## config.mk

```make
export PLATFORM = sky130hd
export DESIGN_NAME = reset_cause_recorder
export DESIGN_NICKNAME = d
export VERILOG_FILES = /design/src/reset_cause_pkg.sv /design/src/reset_event_if.sv /design/src/cause_decoder.sv /design/src/reset_cause_recorder.sv
export SDC_FILE = /design/constraint.sdc
export NUM_CORES = 1
export LEC_CHECK = 0
export BUFFER_PORTS_ARGS = -buffer_cell sky130_fd_sc_hd__buf_2
export CORE_MARGIN = 2
export CORE_UTILIZATION = 52
export CTS_CLUSTER_DIAMETER = 200
export DETAILED_ROUTE_END_ITERATION = 10
export PLACE_DENSITY = 0.85
export REMOVE_ABC_BUFFERS = 1
export SLEW_MARGIN = 20
export SYNTH_ARGS = -nofsm -noshare
export SYNTH_HDL_FRONTEND = slang
export SYNTH_SLANG_ARGS = --single-unit
```

## constraint.sdc

```tcl
create_clock -name clk_sys -period 3.3 [get_ports clk_sys]
set_input_delay 0.33 -clock clk_sys [delete_from_list [all_inputs] [get_ports clk_sys]]
set_output_delay 0.33 -clock clk_sys [all_outputs]
set_load 0.02 [all_outputs]
```

## src/reset_cause_pkg.sv

```systemverilog
// shared constants and types of the reset cause recorder
// assumes a 13-bit program counter and a 32-bit avalon-mm register port
package reset_cause_pkg;
   // program counter width and vectors
   localparam int PC_W = 13;
   localparam logic [12:0] RESET_VECTOR = 13'h0000;
   localparam logic [12:0] INT_VECTOR = 13'h0004;
   localparam logic [12:0] PC_STEP = 13'h0001;
   // register byte offsets
   localparam int ADDR_W = 4;
   localparam logic [3:0] FLAGS_OFS = 4'h0;
   localparam logic [3:0] STATUS_OFS = 4'h4;
   localparam logic [3:0] CONFIG_OFS = 4'h8;
   // field positions of the reset_cause_flags register
   localparam int OVERFLOW_POS = 7;
   localparam int UNDERFLOW_POS = 6;
   localparam int PIN_POS = 3;
   localparam int INSTR_POS = 2;
   localparam int POWERON_POS = 1;
   localparam int BROWNOUT_POS = 0;
   // field positions of the status and config registers
   localparam int TIMEOUT_POS = 4;
   localparam int POWERDOWN_POS = 3;
   localparam int CONFIG_STACK_POS = 0;
   // reset values and masks
   localparam logic [7:0] FLAGS_RESET = 8'h0C;
   localparam logic [7:0] FLAGS_MASK = 8'hCF;
   localparam logic [4:0] STATUS_RESET = 5'h18;
   localparam logic [4:0] STATUS_SW_MASK = 5'h07;
   localparam logic CONFIG_RESET = 1'b1;
   // no-cause value, then reset and wake causes, highest priority first
   typedef enum logic [3:0] {
      CAUSE_NONE, CAUSE_POWERON, CAUSE_BROWNOUT, CAUSE_PIN, CAUSE_WDT_RESET,
      CAUSE_INSTR, CAUSE_OVERFLOW, CAUSE_UNDERFLOW, CAUSE_WDT_WAKE,
      CAUSE_INT_WAKE
   } cause_t;
   // interrupt vectoring after wake-up
   typedef enum logic [0:0] {ST_IDLE, ST_WAIT_INSTR} vec_state_t;
endpackage

```

## src/reset_event_if.sv

```systemverilog
// bundle of reset and wake events plus the decoded cause
// assumes all events are one-cycle pulses on the core clock
`timescale 1ns/100ps
interface reset_event_if;
   import reset_cause_pkg::*;
   logic powerOn; // power-on reset pulse
   logic brownout; // brown-out reset pulse
   logic pinReset; // filtered external_reset_pin reset pulse
   logic wdtReset; // watchdog reset pulse
   logic wdtWake; // watchdog wake from sleep pulse
   logic intWake; // interrupt wake from sleep pulse
   logic resetInstr; // reset instruction executed pulse
   logic stackOverflow; // stack overflow pulse
   logic stackUnderflow; // stack underflow pulse
   logic stackResetEnable; // stack_reset_enable config bit
   cause_t cause; // winning cause of this cycle
   modport source (output powerOn, brownout, pinReset, wdtReset, wdtWake,
      intWake, resetInstr, stackOverflow, stackUnderflow, stackResetEnable,
      input cause);
   modport decoder (input powerOn, brownout, pinReset, wdtReset, wdtWake,
      intWake, resetInstr, stackOverflow, stackUnderflow, stackResetEnable,
      output cause);
endinterface

```

## src/cause_decoder.sv

```systemverilog
// priority decoder that picks one reset or wake cause per cycle
// assumes event pulses from logic on the same clock
`timescale 1ns/100ps
module cause_decoder (
   reset_event_if.decoder ev
);
   import reset_cause_pkg::*;

   // fixed priority: supply events first, then resets, then wake-ups
   always_comb begin
      if (ev.powerOn) begin
         ev.cause = CAUSE_POWERON;
      end else if (ev.brownout) begin
         ev.cause = CAUSE_BROWNOUT;
      end else if (ev.pinReset) begin
         ev.cause = CAUSE_PIN;
      end else if (ev.wdtReset) begin
         ev.cause = CAUSE_WDT_RESET;
      end else if (ev.resetInstr) begin
         ev.cause = CAUSE_INSTR;
      end else if (ev.stackOverflow && ev.stackResetEnable) begin
         ev.cause = CAUSE_OVERFLOW;
      end else if (ev.stackUnderflow && ev.stackResetEnable) begin
         ev.cause = CAUSE_UNDERFLOW;
      end else if (ev.wdtWake) begin
         ev.cause = CAUSE_WDT_WAKE;
      end else if (ev.intWake) begin
         ev.cause = CAUSE_INT_WAKE;
      end else begin
         ev.cause = CAUSE_NONE;
      end
   end
endmodule

```

## src/reset_cause_recorder.sv

```systemverilog
// reset cause recorder: flags, status bits and program counter action
// assumes event inputs are one-cycle pulses from logic on clk_sys
//
// Local design decisions: the Avalon-MM interface to the registers and the placing of the registers.
`timescale 1ns/100ps

module reset_cause_recorder (
   input wire logic clk_sys,
   input wire logic reset_n,
   input wire logic ce,
   input wire logic [reset_cause_pkg::ADDR_W-1:0] address,
   input wire logic read,
   input wire logic write,
   input wire logic [31:0] writedata,
   input wire logic [3:0] byteenable,
   output logic [31:0] readdata,
   output logic waitrequest,
   input wire logic powerOnEvent,
   input wire logic brownoutEvent,
   input wire logic pinResetEvent,
   input wire logic watchdogResetEvent,
   input wire logic watchdogWakeEvent,
   input wire logic interruptWakeEvent,
   input wire logic resetInstrEvent,
   input wire logic stackOverflowEvent,
   input wire logic stackUnderflowEvent,
   input wire logic inSleep,
   input wire logic globalIntEnable,
   input wire logic instrDone,
   input wire logic [reset_cause_pkg::PC_W-1:0] currentPc,
   output logic pcLoad,
   output logic [reset_cause_pkg::PC_W-1:0] pcValue,
   output logic returnPush,
   output logic [reset_cause_pkg::PC_W-1:0] returnAddr,
   output logic [4:0] statusBits
);
   import reset_cause_pkg::*;

   // register state
   logic [7:0] flags_q, flags_d; // reset_cause_flags
   logic [4:0] status_q, status_d; // time-out, power-down, arithmetic bits
   logic stackEnable_q, stackEnable_d; // stack_reset_enable
   // bus state
   logic waitReq_q, waitReq_d;
   logic [31:0] rdData_q, rdData_d;
   // program counter side
   logic pcLoad_q, pcLoad_d;
   logic [PC_W-1:0] pcValue_q, pcValue_d;
   logic push_q, push_d;
   logic [PC_W-1:0] pushAddr_q, pushAddr_d;
   logic [PC_W-1:0] retPc_q, retPc_d; // saved resume address
   vec_state_t state_q, state_d;
   // decoded access strobes
   logic wrTaken;
   logic wrFlags, wrStatus, wrConfig;
   cause_t causeSel;

   // event bundle and priority decoder
   reset_event_if ev ();
   assign ev.powerOn = powerOnEvent;
   assign ev.brownout = brownoutEvent;
   assign ev.pinReset = pinResetEvent;
   assign ev.wdtReset = watchdogResetEvent;
   assign ev.wdtWake = watchdogWakeEvent;
   assign ev.intWake = interruptWakeEvent;
   assign ev.resetInstr = resetInstrEvent;
   assign ev.stackOverflow = stackOverflowEvent;
   assign ev.stackUnderflow = stackUnderflowEvent;
   assign ev.stackResetEnable = stackEnable_q;
   assign causeSel = ev.cause;

   cause_decoder decode (
      .ev(ev.decoder)
   );

   // address match, used by both read and write paths
   function automatic logic hits(input logic [ADDR_W-1:0] a,
                                 input logic [ADDR_W-1:0] ofs);
      hits = (a == ofs);
   endfunction

   // write strobes: a write lands at the edge where waitrequest is low
   assign wrTaken = write && !waitReq_q && byteenable[0];
   assign wrFlags = wrTaken && hits(address, FLAGS_OFS);
   assign wrStatus = wrTaken && hits(address, STATUS_OFS);
   assign wrConfig = wrTaken && hits(address, CONFIG_OFS);

   // bus handshake: one wait cycle, then one accept cycle
   always_comb begin
      waitReq_d = 1'b1;
      rdData_d = rdData_q;
      if ((read || write) && waitReq_q) begin
         waitReq_d = 1'b0;
      end
      if (read && waitReq_q) begin
         // unmapped offsets read as zero
         rdData_d = 32'h0000_0000;
         if (hits(address, FLAGS_OFS)) begin
            rdData_d[7:0] = flags_q & FLAGS_MASK;
         end else if (hits(address, STATUS_OFS)) begin
            rdData_d[4:0] = status_q; // upper bits zero
         end else if (hits(address, CONFIG_OFS)) begin
            rdData_d[CONFIG_STACK_POS] = stackEnable_q;
         end
      end
   end

   // bus registers
   always_ff @(posedge clk_sys or negedge reset_n) begin
      if (!reset_n) begin
         waitReq_q <= 1'b1;
         rdData_q <= 32'h0000_0000;
      end else if (ce) begin
         waitReq_q <= waitReq_d;
         rdData_q <= rdData_d;
      end
   end

   // flags, status and program counter action per cause
   always_comb begin
      flags_d = flags_q;
      status_d = status_q;
      stackEnable_d = stackEnable_q;
      pcLoad_d = 1'b0;
      pcValue_d = pcValue_q;
      push_d = 1'b0;
      pushAddr_d = pushAddr_q;
      retPc_d = retPc_q;
      state_d = state_q;
      // software writes first, hardware events override below
      if (wrFlags) begin
         flags_d = writedata[7:0] & FLAGS_MASK;
      end
      if (wrStatus) begin
         status_d = (status_q & ~STATUS_SW_MASK) |
                    (writedata[4:0] & STATUS_SW_MASK);
      end
      if (wrConfig) begin
         stackEnable_d = writedata[CONFIG_STACK_POS];
      end
      // stack flags are set even when no reset follows; set beats a firmware clear, but brown-out and power-on clear them
      if (stackOverflowEvent) begin
         flags_d[OVERFLOW_POS] = 1'b1;
      end
      if (stackUnderflowEvent) begin
         flags_d[UNDERFLOW_POS] = 1'b1;
      end
      case (causeSel)
         CAUSE_POWERON: begin
            flags_d = FLAGS_RESET;
            status_d = STATUS_RESET;
            pcLoad_d = 1'b1;
            pcValue_d = RESET_VECTOR;
            state_d = ST_IDLE;
         end
         CAUSE_BROWNOUT: begin
            // power-on flag kept
            flags_d[OVERFLOW_POS] = 1'b0;
            flags_d[UNDERFLOW_POS] = 1'b0;
            flags_d[PIN_POS] = 1'b1;
            flags_d[INSTR_POS] = 1'b1;
            flags_d[BROWNOUT_POS] = 1'b0;
            status_d[TIMEOUT_POS] = 1'b1;
            status_d[POWERDOWN_POS] = 1'b1;
            pcLoad_d = 1'b1;
            pcValue_d = RESET_VECTOR;
            state_d = ST_IDLE;
         end
         CAUSE_PIN: begin
            flags_d[PIN_POS] = 1'b0;
            if (inSleep) begin
               status_d[TIMEOUT_POS] = 1'b1;
               status_d[POWERDOWN_POS] = 1'b0;
            end
            pcLoad_d = 1'b1;
            pcValue_d = RESET_VECTOR;
            state_d = ST_IDLE;
         end
         CAUSE_WDT_RESET: begin
            status_d[TIMEOUT_POS] = 1'b0;
            pcLoad_d = 1'b1;
            pcValue_d = RESET_VECTOR;
            state_d = ST_IDLE;
         end
         CAUSE_INSTR: begin
            flags_d[INSTR_POS] = 1'b0;
            pcLoad_d = 1'b1;
            pcValue_d = RESET_VECTOR;
            state_d = ST_IDLE;
         end
         CAUSE_OVERFLOW, CAUSE_UNDERFLOW: begin
            // flag already set above, everything else kept
            pcLoad_d = 1'b1;
            pcValue_d = RESET_VECTOR;
            state_d = ST_IDLE;
         end
         CAUSE_WDT_WAKE: begin
            status_d[TIMEOUT_POS] = 1'b0;
            status_d[POWERDOWN_POS] = 1'b0;
            pcLoad_d = 1'b1;
            pcValue_d = currentPc + PC_STEP;
            state_d = ST_IDLE;
         end
         CAUSE_INT_WAKE: begin
            status_d[TIMEOUT_POS] = 1'b1;
            status_d[POWERDOWN_POS] = 1'b0;
            pcLoad_d = 1'b1;
            pcValue_d = currentPc + PC_STEP;
            retPc_d = currentPc + PC_STEP;
            if (globalIntEnable) begin
               state_d = ST_WAIT_INSTR;
            end else begin
               state_d = ST_IDLE;
            end
         end
         default: begin
            // no reset: finish interrupt vectoring after one instruction
            case (state_q)
               ST_WAIT_INSTR: begin
                  if (instrDone) begin
                     push_d = 1'b1;
                     pushAddr_d = retPc_q + PC_STEP;
                     pcLoad_d = 1'b1;
                     pcValue_d = INT_VECTOR;
                     state_d = ST_IDLE;
                  end
               end
               default: begin
                  state_d = ST_IDLE;
               end
            endcase
         end
      endcase
   end

   // record registers; async reset acts as power-on
   always_ff @(posedge clk_sys or negedge reset_n) begin
      if (!reset_n) begin
         flags_q <= FLAGS_RESET;
         status_q <= STATUS_RESET;
         stackEnable_q <= CONFIG_RESET;
         pcLoad_q <= 1'b0;
         pcValue_q <= RESET_VECTOR;
         push_q <= 1'b0;
         pushAddr_q <= RESET_VECTOR;
         retPc_q <= RESET_VECTOR;
         state_q <= ST_IDLE;
      end else if (ce) begin
         flags_q <= flags_d;
         status_q <= status_d;
         stackEnable_q <= stackEnable_d;
         pcLoad_q <= pcLoad_d;
         pcValue_q <= pcValue_d;
         push_q <= push_d;
         pushAddr_q <= pushAddr_d;
         retPc_q <= retPc_d;
         state_q <= state_d;
      end
   end

   // outputs straight from flops
   assign readdata = rdData_q;
   assign waitrequest = waitReq_q;
   assign pcLoad = pcLoad_q;
   assign pcValue = pcValue_q;
   assign returnPush = push_q;
   assign returnAddr = pushAddr_q;
   assign statusBits = status_q;
endmodule

```

==> results of run 1 <==
-- state kept, by name (all words and copies together), names as in the netlist, named ones only --
register,count
ev.stackResetEnable,1
state_q,1
flags_q,6
retPc_q,13
statusBits,3
waitrequest,1
returnAddr,13
returnPush,1
readdata,7
pcValue,13
pcLoad,1
-- final timing paths --
| check | start | to | slack (ns) |
|---|---|---|---|
| max | powerOnEvent | retPc_q[6] | 1.06 |
| min | reset_n | readdata[7] | 0.006 |
| max reg2reg | ev.stackResetEnable | retPc_q[6] | 1.17 |
| min reg2reg | pcValue[11] | pcValue[11] | 0.47 |
| max in group asynchronous | reset_n | retPc_q[7] | 2.72 |
| min in group clk_sys | globalIntEnable | state_q | 0.21 |
-- worst reg2reg max path, delay by kind of cell, from the launching register on --
family,cells,cell delay (ns)
simple gates,1,0.61
buf+inv,1,0.25
compound gates,2,0.59
flops,1,0.40
mux,1,0.21
-- cell families after synthesis --
family / count (synthesis) / share of synthesized area [%]
compound gates: 76 / 15.3
mux: 27 / 8.45
other cells: 1 / 0.112
flops: 62 / 46.4
fa+ha+maj: 2 / 0.744
xor+xnor: 20 / 5.21
buf+inv: 57 / 9.87
simple gates: 93 / 14.0
-- metrics by stage --
stage               hold slack [ns]  setup WS, ns  std cells
floorplan                    0.0344         0.975        326
global placement              0.453         0.763        490
detailed placement            0.464         0.721        490
CTS                           0.202          1.08        506
global route                 0.0533         0.953        506
finish                      0.00554          1.06        506
-- layer usage --
layer,GRT usage (%),vias to the layer above,routed length [um]
li1,-,1324,-
met1,26.8,1321,3280
met2,37.7,96,3800
met3,5.21,12,445
met4,10.2,0,114
met5,0,-,0
-- cells in the mapped netlist, drive strengths merged (2+ instances only) --
master | count | area [um^2]
o221a | 2 | 22.5
xnor2 | 17 | 149
and3 | 4 | 25.0
nor2 | 10 | 37.5
nor2b | 4 | 25.0
a31o | 2 | 17.5
dfrtp | 56 | 1400
and4 | 2 | 17.5
o211ai | 4 | 30.0
or2 | 2 | 12.5
nand4 | 8 | 50.1
nand3 | 11 | 55.1
dfstp | 6 | 158
ha | 2 | 25.0
a22oi | 3 | 22.5
a22o | 2 | 17.5
o2bb2ai | 5 | 43.8
a211o | 2 | 17.5
nor4b | 2 | 17.5
inv | 21 | 78.8
o21ai | 37 | 185
a21oi | 4 | 20.0
nor4 | 6 | 37.5
o21a | 3 | 22.5
xor2 | 3 | 26.3
nor3 | 5 | 25.0
o41ai | 5 | 43.8
nand2 | 34 | 128
clkbuf | 4 | 15.0
buf | 32 | 238
mux2 | 11 | 124
mux2i | 16 | 160
-- cell type report --
cell class / count / area share (%)
Sequential cell: 62 / 39.3
Clock buffer: 12 / 3.66
Inverter: 21 / 1.99
Clock inverter: 4 / 1.76
Multi-Input combinational cell: 243 / 39.5
Tap cell: 77 / 2.43
Timing Repair Buffer: 87 / 11.4
-- power by group through the flow --
stage                     sequential (uW)  combinational, uW  clock [uW]
after CTS                             858                286         749
after floorplan                       880                158           0
after global routing                  866                316         784
after detailed placement              872                283           0
after global placement                869                275           0
final                                 859                286         739
==> impl_summary.log, run 1 <==
INFO  metric p_switching = 522 uW
INFO  metric total_power = 1880 uW
INFO  metric crit_required = 3.57 ns
INFO  metric fin_nets = 496
INFO  metric multi_input_area = 0.00157 mm^2
INFO  metric cts-buffers-inserted = 9
INFO  metric die_x = 84.4 um
INFO  metric place_area = 0.00375 mm^2
INFO  metric postSynthRegisterBits = 62
INFO  metric deepest_level_of_the_cts_h_tree = 3
INFO  metric stdcell_area = 0.00397 mm^2
INFO  metric hold_buffers = 0
INFO  metric first_pass_grt_wire_length = 12500 um
INFO  metric synth.yosys.warnings = 0
INFO  metric fillCellCount = 548
INFO  metric run_status = completed
INFO  metric ant_nets = 0
INFO  metric floorplan.initialDensity = 53.2%
INFO  metric final-max-slew-violation-count = 0
INFO  metric critPathKind = in2reg
INFO  metric ys_async_sr_fraction = 100%
INFO  metric layout.cells.most_common_list = buf_2 (80), dfrtp_1 (56), o21ai_0 (37)
INFO  metric timing_worst_slew_pin_value = 0.801 ns
INFO  metric setup_violations = 0
INFO  metric path_clk_slew = 0.07 ns
INFO  metric cell_area_synth = 0.00336 mm^2
INFO  metric place.detailed.hpwl = 5640 um
INFO  metric cell_internal_pwr = 1360 uW
INFO  metric place_congestion = 0.857
INFO  metric portBuffers = 81
INFO  metric drt_pass1_iterations = 4
INFO  metric clk_latency = 0.35 ns
INFO  metric cts_sinks = 62
INFO  metric path_max_fanout = 13
INFO  metric total_number_of_placement_rows = 29
INFO  metric detailed_route_wire_length_per_cell = 15.1 um
INFO  metric timing.critical_path.slowest_stage_cell = or4_4
INFO  metric grt_max_degree = 51
INFO  metric layout_worst_path_cycle_share = 67.8%
INFO  metric cts-root-to-sink-buffers = 2
INFO  metric crit_path_start_kind = input port
INFO  metric synth_enable_flop_cells = 0
INFO  metric dominantRegCellSynth = dfrtp_1
INFO  metric clock.fmax = 447 MHz
INFO  metric drive_above_1_share = 29.6%
INFO  metric period_needed = 2.24 ns
INFO  metric static-leakage-power = 0.00192 uW
INFO  metric areaGrowthSynthToFinish = 18.1%
INFO  metric critical_path.cell_chain = buf_2, or3_1, or4_4, a31oi_4, buf_4, mux2i_1
INFO  metric power_frac_clock = 39.2%
INFO  metric netlist_instances = 338
INFO  metric post_cts.resized_instances = 0
INFO  metric critical-path-max-stage-delay = 0.65 ns
INFO  metric finClkSkew = 0.00535 ns
INFO  metric switching_part_of_the_total_power = 27.7%
INFO  metric ir_drop = 0.000293 V
INFO  metric drv_cap = 0
INFO  metric worst_path_dominant_cell_family = simple AND/OR/NAND/NOR gates
INFO  metric cts_tree = done
INFO  metric setup_repair_after_global_routing_missed_its_margin = false
INFO  metric syn-mean-instance-area = 9.94 um^2
INFO  metric setup_tns = 0 ns
INFO  metric clk_root_buffer_cell = clkbuf_8
INFO  metric p_per_area = 475 mW/mm^2
INFO  metric mostFrequentLayoutCell = buf_2
INFO  metric power.share.combinational = 15.2%
INFO  metric relSlewSlack = 45.9%
INFO  metric design.core.area = 0.00631 mm^2
INFO  metric final_util = 62.9%
INFO  metric design.die.area = 0.00712 mm^2
INFO  metric worst_hold_path_type = in2async
INFO  metric grt.overflow.total = 0
INFO  metric io-pin-count = 136
INFO  metric rr_worst_depth = 5
INFO  metric register_area = 0.00156 mm^2
INFO  metric detailroute.via_count = 2753
INFO  metric cp.depth = 6
INFO  metric hold_viol_final = 0
INFO  metric synth_seq_area_share = 46.4%
INFO  metric end_kind = flip-flop
INFO  metric post_cts_buffers = 0
INFO  metric critPathArrivalTime = 2.51 ns
INFO  metric drc = 0
INFO  metric drt_first_iter_violations = 115
INFO  metric antenna_found_initial = 0
INFO  metric grt_pass1_vias = 2715
INFO  metric ys_types = 49
INFO  metric timing.critical_path.buf_inv = 2
INFO  metric gr-usage-all-layers = 22.2%
INFO  metric die_height = 84.4 um
INFO  metric ant_diodes = 0
INFO  metric share_seq_of_total_power = 45.6%
INFO  metric wl = 7640 um
INFO  metric routed_via_density = 5.44
(Power assumes the default switching activity.)
==> run 2: changes to the inputs <==
--- a/config.mk
+++ b/config.mk
@@ -5,12 +5,13 @@
 export SDC_FILE = /design/constraint.sdc
 export NUM_CORES = 1
 export LEC_CHECK = 0
+export ABC_AREA = 1
 export BUFFER_PORTS_ARGS = -buffer_cell sky130_fd_sc_hd__buf_2
 export CORE_MARGIN = 2
-export CORE_UTILIZATION = 52
+export CORE_UTILIZATION = 49
 export CTS_CLUSTER_DIAMETER = 200
 export DETAILED_ROUTE_END_ITERATION = 10
-export PLACE_DENSITY = 0.85
+export PLACE_DENSITY = 0.8
 export REMOVE_ABC_BUFFERS = 1
 export SLEW_MARGIN = 20
 export SYNTH_ARGS = -nofsm -noshare
==> constraint.sdc (replaced) <==
create_clock -name clk_sys -period 2.3 [get_ports clk_sys]
set_input_delay 0.23 -clock clk_sys [delete_from_list [all_inputs] [get_ports clk_sys]]
set_output_delay 0.23 -clock clk_sys [all_outputs]
set_load 0.02 [all_outputs]
==> run 2 against run 1 <==
  * Cell count increased by 20%
  * Hold slack improved by 0.13 ns
  * Critical path depth increased by 2
  * Sequential cell count unchanged
  * Core utilization decreased by 1.9 points
  * Global-route usage decreased by 0.92 points
  * Clock power increased by 50%
  * Area after synthesis increased by 4.7%
  * Synthesized cell count increased by 24%
  * Sequential share of layout area decreased by 2.1 points
==> impl_summary.log, run 2 <==
INFO  metric run_status = completed
INFO  metric global_route.usage.met2 = 33.1% (-4.6 points)
INFO  metric mostFrequentLayoutCell = nand2_1
INFO  metric cts-buffers-inserted = 9 (unchanged)
INFO  metric dpl.cell_count = 592 (+21%)
INFO  metric register_area = 0.00156 mm^2 (unchanged)
INFO  metric antenna_found_initial = 0 (unchanged)
INFO  metric drc = 0 (unchanged)
INFO  metric crit_required = 2.53 ns (-1.04 ns)
INFO  metric first_pass_grt_wire_length = 12900 um (+2.7%)
INFO  metric gr-usage-all-layers = 21.3% (-0.92 points)
INFO  metric wl = 7750 um (+1.5%)
INFO  metric netlist_top_cells_count = nand2_1 (105), dfrtp_1 (56), inv_1 (39)
INFO  metric deepest_level_of_the_cts_h_tree = 3 (unchanged)
INFO  metric synth_top_area_cell = dfrtp_1
INFO  metric areaGrowthSynthToFinish = 19.0%
INFO  metric hold_start = currentPc[0]
INFO  metric post_cts_buffers = 0 (unchanged)
INFO  metric drv_cap = 0 (unchanged)
INFO  metric layout_worst_path_cycle_share = 83.8%
INFO  metric setup_tns = 0 ns (unchanged)
INFO  metric synth-compound-area-share = 10.8% (-4.4 points)
INFO  metric fin_nets = 580 (+17%)
INFO  metric critical-path-max-stage-delay = 0.39 ns (-0.26 ns)
INFO  metric place_congestion = 0.920 (+7.4%)
INFO  metric yosys.area.top_type_share = 39.8% (-1.9 points)
INFO  metric clk_latency = 0.35 ns (about the same)
INFO  metric syn-mean-instance-area = 8.42 um^2 (-15%)
INFO  metric finClkSkew = 0.0101 ns (+0.00474 ns)
INFO  metric critPathArrivalTime = 2.16 ns (-0.35 ns)
INFO  metric total_number_of_placement_rows = 30 (+3.4%)
INFO  metric global_route.usage.met3 = 5.32% (+0.11 points)
INFO  metric design.core.area = 0.00687 mm^2 (+8.8%)
INFO  metric drt_first_iter_violations = 153 (+33%)
INFO  metric cts-root-to-sink-buffers = 2 (unchanged)
INFO  metric ys_types = 44 (-10%)
INFO  metric grt.overflow.total = 0 (unchanged)
INFO  metric post_cts.resized_instances = 0 (unchanged)
INFO  metric final-max-slew-violation-count = 0 (unchanged)
INFO  metric static-leakage-power = 0.00222 uW (+15%)
INFO  metric grt_max_degree = 27 (-47%)
INFO  metric io-pin-count = 136 (unchanged)
INFO  metric path_clk_slew = 0.07 ns (about the same)
INFO  metric synth_enable_flop_cells = 0 (unchanged)
INFO  metric total_power = 2790 uW (+48%)
INFO  metric cts_sinks = 62 (unchanged)
INFO  metric synth_xor_area_share = 5.47% (+0.26 points)
INFO  metric yosys.area_share.simple = 25.7% (+12 points)
INFO  metric final_util = 61.0% (-1.9 points)
INFO  metric synthTopCellsByArea = dfrtp_1 (40%), nand2_1 (11%), buf_4 (5.8%)
INFO  metric dominant_combinational_cell_family_by_area_after_synthesis = simple AND/OR/NAND/NOR gates
INFO  metric cts_tree = done
INFO  metric postSynthRegisterBits = 62 (unchanged)
INFO  metric drt_pass1_iterations = 4 (unchanged)
INFO  metric detailroute.via_count = 3012 (+9.4%)
INFO  metric final-instance-count-excl-fill = 609 (+20%)
INFO  metric crit_path_start_kind = flip-flop
INFO  metric layout.cells.most_common_list = nand2_1 (105), buf_2 (81), dfrtp_1 (56)
INFO  metric p_per_area = 666 mW/mm^2 (+40%)
INFO  metric synth_seq_area_share = 44.3% (-2.1 points)
INFO  metric hold_buffers = 1 (+1)
INFO  metric hold_viol_final = 0 (unchanged)
INFO  metric rr_startpoint = retPc_q[0]
INFO  metric timing.critical_path.buf_inv = 0 (-2)
INFO  metric fillCellCount = 592 (+8.0%)
INFO  metric dp_slack = 0.377 ns (-0.344 ns)
INFO  metric grt_pass1_vias = 2841 (+4.6%)
INFO  metric synth.most_common_cell = nand2_1
INFO  metric portBuffers = 81 (unchanged)
INFO  metric timing.critical_path.slowest_stage_cell = dfrtp_1
INFO  metric worst_path_dominant_cell_family = simple AND/OR/NAND/NOR gates
INFO  metric synth_adder_area_share = 0.711% (-0.034 points)
INFO  metric dominantRegCellSynth = dfrtp_1
INFO  metric clock.fmax = 519 MHz
INFO  metric cell_area_synth = 0.00352 mm^2 (+4.7%)
INFO  metric setup_repair_after_global_routing_missed_its_margin = false
INFO  metric setup.worst_path.start = retPc_q[0]
INFO  metric ir_drop = 0.000313 V (+6.9%)
INFO  metric netlist_instances = 418 (+24%)
INFO  metric grt-busiest-layer = met2
INFO  metric floorplan.initialDensity = 51.2% (-2.0 points)
INFO  metric critPathKind = reg2reg
INFO  metric drive_above_1_share = 27.7% (-1.9 points)
INFO  metric ys_async_sr_fraction = 100% (unchanged)
INFO  metric multi_input_area = 0.00162 mm^2 (+3.4%)
INFO  metric die_x = 88.8 um (+5.2%)
INFO  metric detailed_route_wire_length_per_cell = 12.7 um (-16%)
INFO  metric worst_hold_path_type = in2reg
INFO  metric design.die.area = 0.00788 mm^2 (+11%)
INFO  metric setup_slack = 0.373 ns (-0.690 ns)
INFO  metric path_max_fanout = 4 (-9)
INFO  metric ant_diodes = 0 (unchanged)
INFO  metric setup_violations = 0 (unchanged)
INFO  metric groute.layer.met1.usage = 27.9% (+1.1 points)
INFO  metric end_kind = flip-flop
INFO  metric period_needed = 1.93 ns
INFO  metric path_common_cell = nand3_1
INFO  metric routed_via_density = 4.95 (-9.1%)
INFO  metric synth.yosys.warnings = 0 (unchanged)
INFO  metric place.detailed.hpwl = 6000 um (+6.4%)
INFO  metric clk_root_buffer_cell = clkbuf_8
INFO  metric ant_nets = 0 (unchanged)
INFO  metric synth_mux_area_share = 0.640% (-7.8 points)
INFO  metric die_height = 88.8 um (+5.2%)
INFO  metric critical_path.cell_chain = ha_1, nand3_1, nor3_2, nand3_1, nor2_1, nand3_1, xor2_1, mux2_2
run 2: cells by family after synthesis:
group,Yosys count
AND/OR/NAND/NOR,189
buffers and inverters,78
AO/OA/AOI/OAI,62
flip-flops,62
XOR/XNOR,22
adder cells (fa/ha/maj),2
multiplexers,2
other,1
run 2: power by group:
part / total, uW / internal [uW] / switching [uW]
clock: 1110 / 669 / 439
sequential: 1250 / 1180 / 65.8
combinational: 436 / 147 / 289
run 2: routing by layer:
layer | up-vias | wire (um)
li1 | 1492 | -
met1 | 1389 | 3500
met2 | 109 | 3580
met3 | 22 | 475
met4 | 0 | 199
met5 | - | 0
run 2: final cells by class:
cell class	count	share of cell area, %
tap	96	2.87
sequential	62	37.2
timing repair buffer	90	11.6
clock buffer	11	3.61
inverter	43	4.03
multi-input combinational	302	38.7
clock inverter	5	1.94
run 2: per-stage QoR:
stage | hold slack [ns] | instance area [um^2]
finish | 0.131 | 4190
global route | 0.140 | 4190
CTS | 0.124 | 4190
detailed placement | 0.217 | 3950
global placement | 0.215 | 3950
floorplan | -0.0656 | 3350
run 2: final timing paths:
| kind | end | slack (ns) | cells past startpoint |
|---|---|---|---|
| min reg2reg | returnAddr[10] | 0.48 | 2 |
| max in group asynchronous | waitrequest | 1.17 | 3 |
| min in group asynchronous | retPc_q[1] | 0.38 | 2 |
| max reg2reg | returnAddr[12] | 0.37 | 8 |
| min | pcValue[0] | 0.13 | 2 |
| max | returnAddr[12] | 0.37 | 8 |
